### src/rtl/pcu_pkg.sv
// Shared constants and types for the punched card unit control link
package pcu_pkg;
    // ----------------------------------------
    // Command buffer field positions
    // ----------------------------------------
    localparam int CMD_W = 36;
    localparam int BIT_READ = 0;
    localparam int BIT_PUNCH = 1;
    localparam int BIT_PICK_RD = 2;
    localparam int BIT_PICK_PN = 3;
    localparam int BIT_STOP = 4;
    localparam int BIT_RUN_FREE = 5;
    localparam int BIT_INTR = 7;
    localparam int BIT_START = 35;
    // ----------------------------------------
    // Timing
    // ----------------------------------------
    localparam int CLK_PERIOD_NS = 4;
    localparam longint CYCLE_MS = 500;
    localparam int POINTS = 18;
    localparam longint POINT_NS = CYCLE_MS * 1000000 / POINTS;
    localparam longint POINT_CLKS = POINT_NS / CLK_PERIOD_NS;
    localparam longint READ_DL_US = 10000;
    localparam longint WRITE_DL_US = 1500;
    localparam longint READ_DL_CLKS = READ_DL_US * 1000 / CLK_PERIOD_NS;
    localparam longint WRITE_DL_CLKS = WRITE_DL_US * 1000 / CLK_PERIOD_NS;
    // ----------------------------------------
    // Cycle point sequence and stations
    // ----------------------------------------
    localparam logic [4:0] PT_FIRST = 5'h0_00E;
    localparam logic [4:0] PT_LAST = 5'h0_00D;
    localparam int STATIONS = 5;
    // Transfer selector values
    localparam logic SEL_FIELD3 = 1'b0;
    localparam logic SEL_FIELD12 = 1'b1;

    typedef enum logic [2:0] {
        PCU_IDLE = 3'b001,
        PCU_RUN = 3'b010,
        PCU_LAST = 3'b100
    } pcu_state_t;

    // Next cycle point in 14..18, 9..1, 0, 11, 12, 13 order
    function automatic logic [4:0] pcu_next_point(input logic [4:0] p);
        logic [4:0] n;
        n = p;
        if (p >= 5'h0_00E && p < 5'h0_012) n = p + 5'h0_001;
        else if (p == 5'h0_012) n = 5'h0_009;
        else if (p >= 5'h0_001 && p <= 5'h0_009) n = p - 5'h0_001;
        else if (p == 5'h0_000) n = 5'h0_00B;
        else if (p == 5'h0_00B || p == 5'h0_00C) n = p + 5'h0_001;
        else n = 5'h0_00E;
        return n;
    endfunction

    // Row points are 9..0, 11 and 12
    function automatic logic pcu_is_row(input logic [4:0] p);
        return (p <= 5'h0_009) || p == 5'h0_00B || p == 5'h0_00C;
    endfunction
endpackage

### src/rtl/pcu_link_if.sv
// Link between the host computer and the card unit control
`timescale 1ns/1ns
`default_nettype none
interface pcu_link_if;
    import pcu_pkg::*;
    logic funcValid;
    logic [CMD_W-1:0] funcCmd;
    logic rowIntr;
    logic xferValid;
    logic xferWrite;
    logic xferSel;
    logic [CMD_W-1:0] hostData;
    logic [CMD_W-1:0] primaryData;
    logic [CMD_W-1:0] secondaryData;
    logic xferAck;

    modport device (
        input funcValid, funcCmd, xferValid, xferWrite, xferSel, hostData,
        output rowIntr, primaryData, secondaryData, xferAck
    );
    modport host (
        output funcValid, funcCmd, xferValid, xferWrite, xferSel, hostData,
        input rowIntr, primaryData, secondaryData, xferAck
    );
endinterface
`default_nettype wire

### src/rtl/pcu_device.sv
// Card unit control: cycle sequencer, selection latch and row exchange
// What this block does
// - Field III transfer optional when switch out
// - Start bit required; runs one machine cycle
// - Cycle is 500 ms of 18 points
// - Points run 14..18, 9..1, 0, 11..13
// - By-command interrupt at row point starts
// - Locked-in switch interrupts without command bit
// - Host reads first row within 10 ms
// - Host writes first row within 1.5 ms
// - Run free repeats cycles until stop
// - Stop after point zero, one more cycle
// - Pick bit feeds station 1, advances 1->2
// - Punch bit accepts row data for punching
// - Read bit senses each passing row on a row interrupt
// - Selections latched for cycle or run
// - Cards at station 2+ advance each cycle
// - Punch rows received during 2->3 cycle
// - Card punched at next cycle start
// - Read rows presented during station 2 cycle
// - Row is field III, I, II transfers
`timescale 1ns/1ns
`default_nettype none
module pcu_device #(
    parameter longint POINT_CYCLES = pcu_pkg::POINT_CLKS
) (
    // Clock and reset
    input wire logic clk,
    input wire logic nrst,
    input wire logic clkEn,
    // Link to host
    pcu_link_if.device link,
    // Cabinet switches
    input wire logic field3Enable,
    input wire logic intrLockedIn,
    // Card sensing and mechanism
    input wire logic [pcu_pkg::CMD_W-1:0] brushRow,
    output logic [pcu_pkg::CMD_W-1:0] punchRow,
    output logic punchRowValid,
    output logic punchFire,
    output logic [pcu_pkg::STATIONS-1:0] readStations,
    output logic [pcu_pkg::STATIONS-1:0] punchStations,
    output logic [4:0] cyclePoint,
    output logic running
);
    import pcu_pkg::*;

    // ----------------------------------------
    // Point timer and sequencer
    // ----------------------------------------
    logic [31:0] tick_ff;
    logic [4:0] point_ff;
    pcu_state_t state_ff;
    logic pointEnd;
    logic cycleEnd;
    logic [CMD_W-1:0] sel_ff;
    logic stopPend_ff;
    logic punchDue_ff;
    logic [CMD_W-1:0] prim_ff;
    logic [CMD_W-1:0] sec_ff;
    logic [1:0] xcnt_ff;
    logic intr_ff;
    logic [STATIONS-1:0] rd_ff;
    logic [STATIONS-1:0] pn_ff;
    logic startCmd;

    assign pointEnd = state_ff != PCU_IDLE && tick_ff == 32'(POINT_CYCLES - 1);
    assign cycleEnd = pointEnd && point_ff == PT_LAST;
    assign startCmd = link.funcValid && link.funcCmd[BIT_START];

    always_ff @(posedge clk or negedge nrst) begin
        if (!nrst) begin
            tick_ff <= 32'h0000_0000;
        end else if (clkEn) begin
            if (state_ff == PCU_IDLE || pointEnd) tick_ff <= 32'h0000_0000;
            else tick_ff <= tick_ff + 32'h0000_0001;
        end
    end

    always_ff @(posedge clk or negedge nrst) begin
        if (!nrst) begin
            point_ff <= PT_FIRST;
        end else if (clkEn) begin
            if (state_ff == PCU_IDLE) point_ff <= PT_FIRST;
            else if (pointEnd) point_ff <= pcu_next_point(point_ff);
        end
    end

    // 18 points make one cycle; run free repeats; stop takes one more
    always_ff @(posedge clk or negedge nrst) begin
        if (!nrst) begin
            state_ff <= PCU_IDLE;
        end else if (clkEn) begin
            unique case (state_ff)
                PCU_IDLE: begin
                    if (startCmd) state_ff <= PCU_RUN;
                end
                PCU_RUN: begin
                    if (cycleEnd) begin
                        if (stopPend_ff) state_ff <= PCU_LAST;
                        else if (sel_ff[BIT_RUN_FREE]) state_ff <= PCU_RUN;
                        else if (startCmd) state_ff <= PCU_RUN;
                        else state_ff <= PCU_IDLE;
                    end
                end
                PCU_LAST: begin
                    if (cycleEnd) state_ff <= PCU_IDLE;
                end
                default: state_ff <= PCU_IDLE;
            endcase
        end
    end

    // ----------------------------------------
    // Selection latch
    // ----------------------------------------
    // hold selections so the buffer can be reused
    always_ff @(posedge clk or negedge nrst) begin
        if (!nrst) begin
            sel_ff <= '0;
        end else if (clkEn) begin
            if (startCmd && (state_ff == PCU_IDLE || cycleEnd && !sel_ff[BIT_RUN_FREE]))
                sel_ff <= link.funcCmd;
            else if (state_ff == PCU_LAST && cycleEnd)
                sel_ff <= '0;
            else if (state_ff == PCU_RUN && cycleEnd && !sel_ff[BIT_RUN_FREE] && !startCmd)
                sel_ff <= '0;
        end
    end

    always_ff @(posedge clk or negedge nrst) begin
        if (!nrst) begin
            stopPend_ff <= 1'b0;
        end else if (clkEn) begin
            if (state_ff == PCU_IDLE) stopPend_ff <= 1'b0;
            else if (startCmd && link.funcCmd[BIT_STOP] && sel_ff[BIT_RUN_FREE])
                stopPend_ff <= 1'b1;
            else if (cycleEnd && state_ff == PCU_LAST) stopPend_ff <= 1'b0;
        end
    end

    // ----------------------------------------
    // Card stations
    // ----------------------------------------
    // pick loads station 1 and moves 1->2; 2+ always advance
    function automatic logic [STATIONS-1:0] advance(
        input logic [STATIONS-1:0] s, input logic pick);
        logic [STATIONS-1:0] n;
        n = {s[STATIONS-2:1], 2'b00};
        n[1] = pick & s[0];
        n[0] = pick ? 1'b1 : s[0];
        return n;
    endfunction

    always_ff @(posedge clk or negedge nrst) begin
        if (!nrst) begin
            rd_ff <= '0;
            pn_ff <= '0;
        end else if (clkEn && cycleEnd) begin
            rd_ff <= advance(rd_ff, sel_ff[BIT_PICK_RD]);
            pn_ff <= advance(pn_ff, sel_ff[BIT_PICK_PN]);
        end
    end

    // punch whole card at start of next cycle
    always_ff @(posedge clk or negedge nrst) begin
        if (!nrst) begin
            punchDue_ff <= 1'b0;
            punchFire <= 1'b0;
        end else if (clkEn) begin
            punchFire <= 1'b0;
            if (cycleEnd) begin
                punchDue_ff <= sel_ff[BIT_PUNCH] && pn_ff[1];
            end else if (punchDue_ff && state_ff != PCU_IDLE && point_ff == PT_FIRST
                && tick_ff == 32'h0000_0000) begin
                // First clock of the next cycle, before the card moves on
                punchFire <= 1'b1;
                punchDue_ff <= 1'b0;
            end
        end
    end

    // ----------------------------------------
    // Row interrupt and data exchange
    // ----------------------------------------
    logic rowActive;
    logic nextRow;
    assign rowActive = sel_ff[BIT_READ] || sel_ff[BIT_PUNCH];
    assign nextRow = pcu_is_row(pcu_next_point(point_ff));

    // by-command interrupt; locked-in switch forces it
    always_ff @(posedge clk or negedge nrst) begin
        if (!nrst) begin
            intr_ff <= 1'b0;
        end else if (clkEn) begin
            intr_ff <= pointEnd && nextRow && rowActive
                && (sel_ff[BIT_INTR] || intrLockedIn);
        end
    end

    // field III first (if enabled), then fields I and II
    always_ff @(posedge clk or negedge nrst) begin
        if (!nrst) begin
            xcnt_ff <= 2'b00;
        end else if (clkEn) begin
            if (pointEnd) xcnt_ff <= 2'b00;
            else if (link.xferValid && link.xferSel == SEL_FIELD12 && xcnt_ff != 2'b10)
                xcnt_ff <= xcnt_ff + 2'b01;
        end
    end

    // brushes present row in both buffers; secondary cleared when field III is out
    // punch accepts rows from fields I and II only; field III writes go to the secondary buffer only when field3Enable is set
    always_ff @(posedge clk or negedge nrst) begin
        if (!nrst) begin
            prim_ff <= '0;
            sec_ff <= '0;
            punchRow <= '0;
            punchRowValid <= 1'b0;
        end else if (clkEn) begin
            punchRowValid <= 1'b0;
            if (intr_ff && sel_ff[BIT_READ] && rd_ff[1]) begin
                prim_ff <= brushRow;
                sec_ff <= field3Enable ? brushRow : '0;
            end
            if (link.xferValid && link.xferWrite && sel_ff[BIT_PUNCH] && pn_ff[1]) begin
                if (link.xferSel == SEL_FIELD3) begin
                    if (field3Enable) sec_ff <= link.hostData;
                end else if (xcnt_ff != 2'b10) begin
                    // Only fields I and II per row; extra transfers are dropped
                    punchRow <= link.hostData;
                    punchRowValid <= 1'b1;
                end
            end
        end
    end

    assign link.xferAck = link.xferValid && clkEn;
    assign link.rowIntr = intr_ff;
    assign link.primaryData = prim_ff;
    assign link.secondaryData = sec_ff;
    assign readStations = rd_ff;
    assign punchStations = pn_ff;
    assign cyclePoint = point_ff;
    assign running = state_ff != PCU_IDLE;
endmodule
`default_nettype wire

### src/flat_wrapper.sv
// flat-port wrapper written by rule: the top's interface ports become plain ports
module pcu_device_flat import pcu_pkg::*;
#(
    parameter longint POINT_CYCLES = pcu_pkg::POINT_CLKS
)
  (clk, nrst, clkEn, field3Enable, intrLockedIn, brushRow, punchRow, punchRowValid, punchFire, readStations, punchStations, cyclePoint, running, link_funcValid, link_funcCmd, link_xferValid, link_xferWrite, link_xferSel, link_hostData, link_rowIntr, link_primaryData, link_secondaryData, link_xferAck);
  pcu_link_if link_i ();
  input wire logic clk;
  input wire logic nrst;
  input wire logic clkEn;
  input wire logic field3Enable;
  input wire logic intrLockedIn;
  input wire logic [pcu_pkg::CMD_W-1:0] brushRow;
  output logic [pcu_pkg::CMD_W-1:0] punchRow;
  output logic punchRowValid;
  output logic punchFire;
  output logic [pcu_pkg::STATIONS-1:0] readStations;
  output logic [pcu_pkg::STATIONS-1:0] punchStations;
  output logic [4:0] cyclePoint;
  output logic running;
  input wire logic [$bits(link_i.funcValid)-1:0] link_funcValid;
  input wire logic [$bits(link_i.funcCmd)-1:0] link_funcCmd;
  input wire logic [$bits(link_i.xferValid)-1:0] link_xferValid;
  input wire logic [$bits(link_i.xferWrite)-1:0] link_xferWrite;
  input wire logic [$bits(link_i.xferSel)-1:0] link_xferSel;
  input wire logic [$bits(link_i.hostData)-1:0] link_hostData;
  output wire logic [$bits(link_i.rowIntr)-1:0] link_rowIntr;
  output wire logic [$bits(link_i.primaryData)-1:0] link_primaryData;
  output wire logic [$bits(link_i.secondaryData)-1:0] link_secondaryData;
  output wire logic [$bits(link_i.xferAck)-1:0] link_xferAck;
  assign link_i.funcValid = link_funcValid;
  assign link_i.funcCmd = link_funcCmd;
  assign link_i.xferValid = link_xferValid;
  assign link_i.xferWrite = link_xferWrite;
  assign link_i.xferSel = link_xferSel;
  assign link_i.hostData = link_hostData;
  assign link_rowIntr = link_i.rowIntr;
  assign link_primaryData = link_i.primaryData;
  assign link_secondaryData = link_i.secondaryData;
  assign link_xferAck = link_i.xferAck;
  pcu_device #(.POINT_CYCLES(POINT_CYCLES)) u_core (.clk(clk), .nrst(nrst), .clkEn(clkEn), .link(link_i), .field3Enable(field3Enable), .intrLockedIn(intrLockedIn), .brushRow(brushRow), .punchRow(punchRow), .punchRowValid(punchRowValid), .punchFire(punchFire), .readStations(readStations), .punchStations(punchStations), .cyclePoint(cyclePoint), .running(running));
endmodule
### config.mk
export PLATFORM = sky130hd
export DESIGN_NAME = pcu_device_flat
export DESIGN_NICKNAME = d
export VERILOG_FILES = /design/src/rtl/pcu_pkg.sv /design/src/rtl/pcu_link_if.sv /design/src/rtl/pcu_device.sv /design/src/flat_wrapper.sv
export SDC_FILE = /design/constraint.sdc
export NUM_CORES = 1
export LEC_CHECK = 0
export BUFFER_PORTS_ARGS = -buffer_cell sky130_fd_sc_hd__buf_2
export CAP_MARGIN = 20
export CORE_MARGIN = 1
export CORE_UTILIZATION = 39
export CTS_BUF_LIST = sky130_fd_sc_hd__clkbuf_16
export CTS_CLUSTER_SIZE = 8
export DETAILED_ROUTE_END_ITERATION = 8
export PLACE_DENSITY_LB_ADDON = 0.3
export SYNTH_ARGS = -nofsm -noshare
export SYNTH_HDL_FRONTEND = slang
export SYNTH_SLANG_ARGS = --single-unit
### constraint.sdc
create_clock -name clk -period 5.8 [get_ports clk]
set_input_delay 0.58 -clock clk [delete_from_list [all_inputs] [get_ports clk]]
set_output_delay 0.58 -clock clk [all_outputs]
set_load 0.03 [all_outputs]
== Yosys cells after proc, flatten, opt, wreduce, memory -nomap -nowiden ==
Index checks and enable logic that the tools add are counted.
Widths: inputs -> output; s select.
Cells by class
  muxes and demuxes: 35
  bitwise gates (word level): 2
  add/subtract/negate cells: 4
  magnitude comparators: 5
  divide/modulo/power cells: 0
  equal/unequal tests: 16
  multipliers: 0
  shift-type cells: 0
  reductions and logical operators: 55
Operator list (count)
  $mux 36: 5
  $mux 5: 7
  $add 32x1->32 const B: 1
  $eq 32x23->1 const B: 1
  $logic_not 32->1: 1
  $mux 32: 1
  $eq 5x4->1 const B: 6
  $logic_and 1x1->1: 29
  $mux 8: 3
  $reduce_and 2->1: 8
  $mux 3: 4
  $le 5x4->1 const B: 2
  $mux 1: 10
  $pmux 3 s3: 1
  $mux 2: 4
  $reduce_and 4->1: 2
  $logic_or 1x1->1: 7
  $ne 2x1->1 const B: 3
  $reduce_bool 2->1: 3
  $reduce_bool 3->1: 2
  $add 5x1->5 const B: 1
  $eq 5x5->1 const B: 1
  $ge 5x1->1 const B: 1
  $ge 5x4->1 const B: 1
  other kinds (11): 13
Storage, ports and cells
  bits in registers: 173
  memories: 0
  RAM bits: 0
  word-level logic and storage cells: 134
  output and inout port bits: 128
  bits in latches: 0
  input port bits: 117
  ROM bits: 0

== Depth between registers and ports, before layout ==
  depth in word-level cells: 13
  mapped depth: 9

== Worst setup path before layout ==
OpenSTA, ideal clock, no wires.
  path type: input to register
  from: in clkEn
  to: reg u_core.punchRow[10] (netlist name)
  data required time: 5675 ps
  stages on the path: 6
  setup slack: 3358 ps
  data arrival time: 2317 ps
  path through: buf_2 and2_1 nand3b_1 nor2_1 buf_2 mux2_2
Between the ends
  cells in the longest elaborated chain, start to end: 1
RTL lines
  from (decl): RTL line flat_wrapper.sv:10  | input wire logic clkEn;
  $reduce_and 4->1 (no line)
  to (signal assigned): RTL line pcu_device.sv:231  | punchRow <= link.hostData;
  to (decl): RTL line pcu_device.sv:38  | output logic [pcu_pkg::CMD_W-1:0] punchRow,
Every way passes these cells.
A chain may end at the register's enable or synchronous reset.

== Final worst setup path ==
  from: reg u_core.tick_ff[0]
  to: reg u_core.point_ff[2] (netlist: u_core.cyclePoint[2])
Between the ends
  cells in the longest elaborated chain, start to end: 4
RTL lines
  from (decl): RTL line pcu_device.sv:51  | logic [31:0] tick_ff;
  from (signal assigned): RTL line pcu_device.sv:76  | else tick_ff <= tick_ff + 32'h0000_0001;
  $eq 32x23->1: RTL line pcu_device.sv:67  | assign pointEnd = state_ff != PCU_IDLE && tick_ff == 32'(POINT_CYCLES - 1);
  $logic_and 1x1->1: RTL line pcu_device.sv:67
  $reduce_bool 2->1 (no line)
  $reduce_and 2->1 (no line)
  to (signal assigned): RTL line pcu_device.sv:85  | else if (pointEnd) point_ff <= pcu_next_point(point_ff);
  to (decl): RTL line pcu_device.sv:52  | logic [4:0] point_ff;
Every way passes these cells.

==> results.cfg <==
[routing]
dr.first_iter.drc_count = 335
remaining_drc_errors = 0
routed-via-count = 6130
avgViaCountPerCell = 5.14
drt_wl_total_um = 20100
detailedRoute.firstPassIterationCount = 5
drt-wirelength-per-cell_um = 16.9
antenna_violating_nets_post_route = 0

[yosys]
synth.yosys.seq_area_share_pct = 55.5
ys_dominant_reg_cell = dfrtp_1
muxShareOfSynthArea_pct = 11.5
synth_cells = 711
synth_cell_type_count = 60
number_of_synthesized_register_bits = 171
mappedNetlistArea_mm2 = 0.00772
synth-compound-area-share_pct = 8.37
synth_top_family_by_area = simple AND/OR/NAND/NOR gates
synth-xor-area-share_pct = 3.18
post_synth_main_area_contributors = dfrtp_1 (54%), mux2_2 (11%), nor2_1 (5.8%)
synth-warning-count = 0
synth_simple_gate_area_share_pct = 17.4
synthesis.area_per_instance_um2 = 10.9
synth_top_cell_area_share_pct = 54.2
synth_enable_flop_cells = 0
synth-adder-area-share_pct = 1.30
synth_nets = 836
netlist.top_cell.by_area = dfrtp_1
async_reset_ff_share_pct = 100

[run]
maxCapViolations = 0

[power]
p_leak_nw = 5.11
power.density_mw_per_mm2 = 273
ir_worst_vdd_v = 0.000210

[worst_setup_path]
worst_r2r_path_depth = 7
critPathLaunchType = flip-flop
setup.worst_path.start = u_core.tick_ff[0]
rr_startpoint = u_core.tick_ff[0]
worst_setup_path_endpoint = u_core.cyclePoint[2]
worst-setup-path-type = reg2reg
critPathMaxFanout = 35
timing.critical_path.to_type = flip-flop
cp.required_ps = 6150
crit_arrival_ps = 3190
worst_r2r_endpoint = u_core.cyclePoint[2]
r2r_slack_ps = 2970

[min_path]
hp-class = in2async

[clock_tree]
post_cts_resize_count = 0
worstSkewPairLatency_ps = 420
clock-sinks = 171
cts-buffers-inserted = 17
clock_tree.root_cell = clkbuf_16
ctsLongestPathBuffers = 2
holdBufCountCts = 0
tritoncts = done
path_clk_slew_ps = 70
htree_num_levels = 4
cts_setup_buffers = 0

[placed_design]
postPlaceCellArea_mm2 = 0.00904
place_hpwl_um = 13900
routabilityCongestion = 0.852
io_buffers = 216

[floorplanning]
floorplan.io_pins = 245
horizontal_die_dimension_um = 143
fp.dieH_um = 143
core_ar_mm2 = 0.0194
initial_core_utilization_pct = 39.8
dieArea_mm2 = 0.0204
std_cell_rows = 51

[sta]
highest_clock_rate_mhz = 353
fin_tns_setup_ps = 0
max-slew-margin-rel_pct = 37.7
finalSetupViolCount = 0
layout_worst_path_cycle_share_pct = 48.9
timing_worst_slew_pin_value_ps = 933
grt_setup_unrepaired = no
slew_violations = 0
worst_clock_skew_on_the_final_layout_ps = 10.5
min_period_ps = 2830
hold_violations = 0

[layout]
synthToLayoutAreaGrowth_pct = 24.3
drive_above_1_share_pct = 37.4
final_nets = 1041
leading_cell_type_in_the_layout_fill_and_taps_excluded = buf_2
layout.cell_area.non_filler_mm2 = 0.00959
sequential_cell_area_mm2 = 0.00428
layout_common_cells = buf_2 (215), dfrtp_1 (167), nor2_1 (118), mux2_2 (78), a21oi_1 (47)
n_antenna_cell = 0
final.fill_count = 1842
multi_input_comb_area_mm2 = 0.00324
finish.utilization_pct = 49.4

[global_routing]
grt_use_total_pct = 20.3
grt_first_pass_wirelength_um = 31800
first_global_vias = 5840
global_route.overflow_total = 0
antenna_found_initial = 0
pin_count_of_the_biggest_net_entering_global_routing = 71

[status]
run_status = finished clean
-- critical path: stages (launching register included) --
cell and delay [ps]:
dfrtp_1 390, ha_1 280, nand4_1 170, nor4_1 440, nand2_1 270, a21oi_4 800
o31a_1 260, a2bb2oi_1 150
-- how the worst min path moves through the flow --
stage,start,endpoint,depth (start not counted)
2_1_floorplan,nrst,u_core.cyclePoint[0],0
3_3_place_gp,u_core.punchRowValid,u_core.punchRowValid,1
3_5_place_dp,u_core.punchRowValid,u_core.punchRowValid,1
4_1_cts,nrst,u_core.link.primaryData[10],1
5_1_grt,nrst,u_core.link.primaryData[10],1
6_report,nrst,u_core.link.primaryData[10],1
-- cell type report --
type	count	share of cell area, %
Timing Repair Buffer	222	11.8
Inverter	15	0.587
Tap cell	265	3.46
Sequential cell	171	44.7
Clock inverter	14	1.27
Multi-Input combinational cell	489	33.8
Clock buffer	17	4.44
-- synthesized netlist by cell type (8+ instances only) --
master,number
dfrtp_1,167
nor2_1,119
mux2_2,78
a21oi_1,47
nor3_1,40
nand2_1,32
clkbuf_1,26
nand4_1,18
o21ai_0,18
inv_1,14
nand3_1,14
xnor2_1,14
xor2_1,14
and3_1,10
buf_2,9
ha_1,8
nor4_1,8
-- report_power, final --
group | total [mW] | switching [mW] | internal [mW]
logic | 0.270 | 0.172 | 0.0976
clock network | 1.07 | 0.477 | 0.589
registers | 1.28 | 0.0442 | 1.24
-- routing by layer --
| layer | vias up | GRT usage, % | share of wire (%) |
|---|---|---|---|
| met5 | - | 0 | 0 |
| met4 | 0 | 6.17 | 1.4 |
| met3 | 23 | 4.16 | 5.0 |
| met2 | 187 | 31.5 | 48 |
| met1 | 2994 | 28.4 | 46 |
| li1 | 2926 | - | - |
-- cell families (layout without fill, tap and decap cells) --
kind of cell	after synthesis	after routing
xor+xnor	28	28
buf+inv	51	268
compound gates	99	99
simple gates	275	275
fa+ha+maj	8	8
mux	79	79
flops	171	171
-- registers in the layout (all words and copies together), names as in the netlist, 2 cells and up --
name,cells
u_core.cyclePoint,5
u_core.link.primaryData,36
u_core.link.secondaryData,36
u_core.punchRow,36
u_core.punchStations,5
u_core.readStations,5
u_core.sel_ff,6
u_core.state_ff,3
u_core.tick_ff,32
u_core.xcnt_ff,2
-- through the flow --
| stage | worst slack (ps) | hold WS, ps | total power [mW] | instances |
|---|---|---|---|---|
| 6_report | 2970 | 58.2 | 2.62 | 1193 |
| 5_1_grt | 2710 | 86.2 | 2.74 | 1193 |
| 4_1_cts | 3000 | 65.7 | 2.65 | 1193 |
| 3_5_place_dp | 2950 | 472 | 1.58 | 1162 |
| 3_3_place_gp | 3020 | 460 | 1.57 | 1162 |
| 2_1_floorplan | 3360 | 284 | 1.46 | 711 |
(Power assumes the default switching activity.)
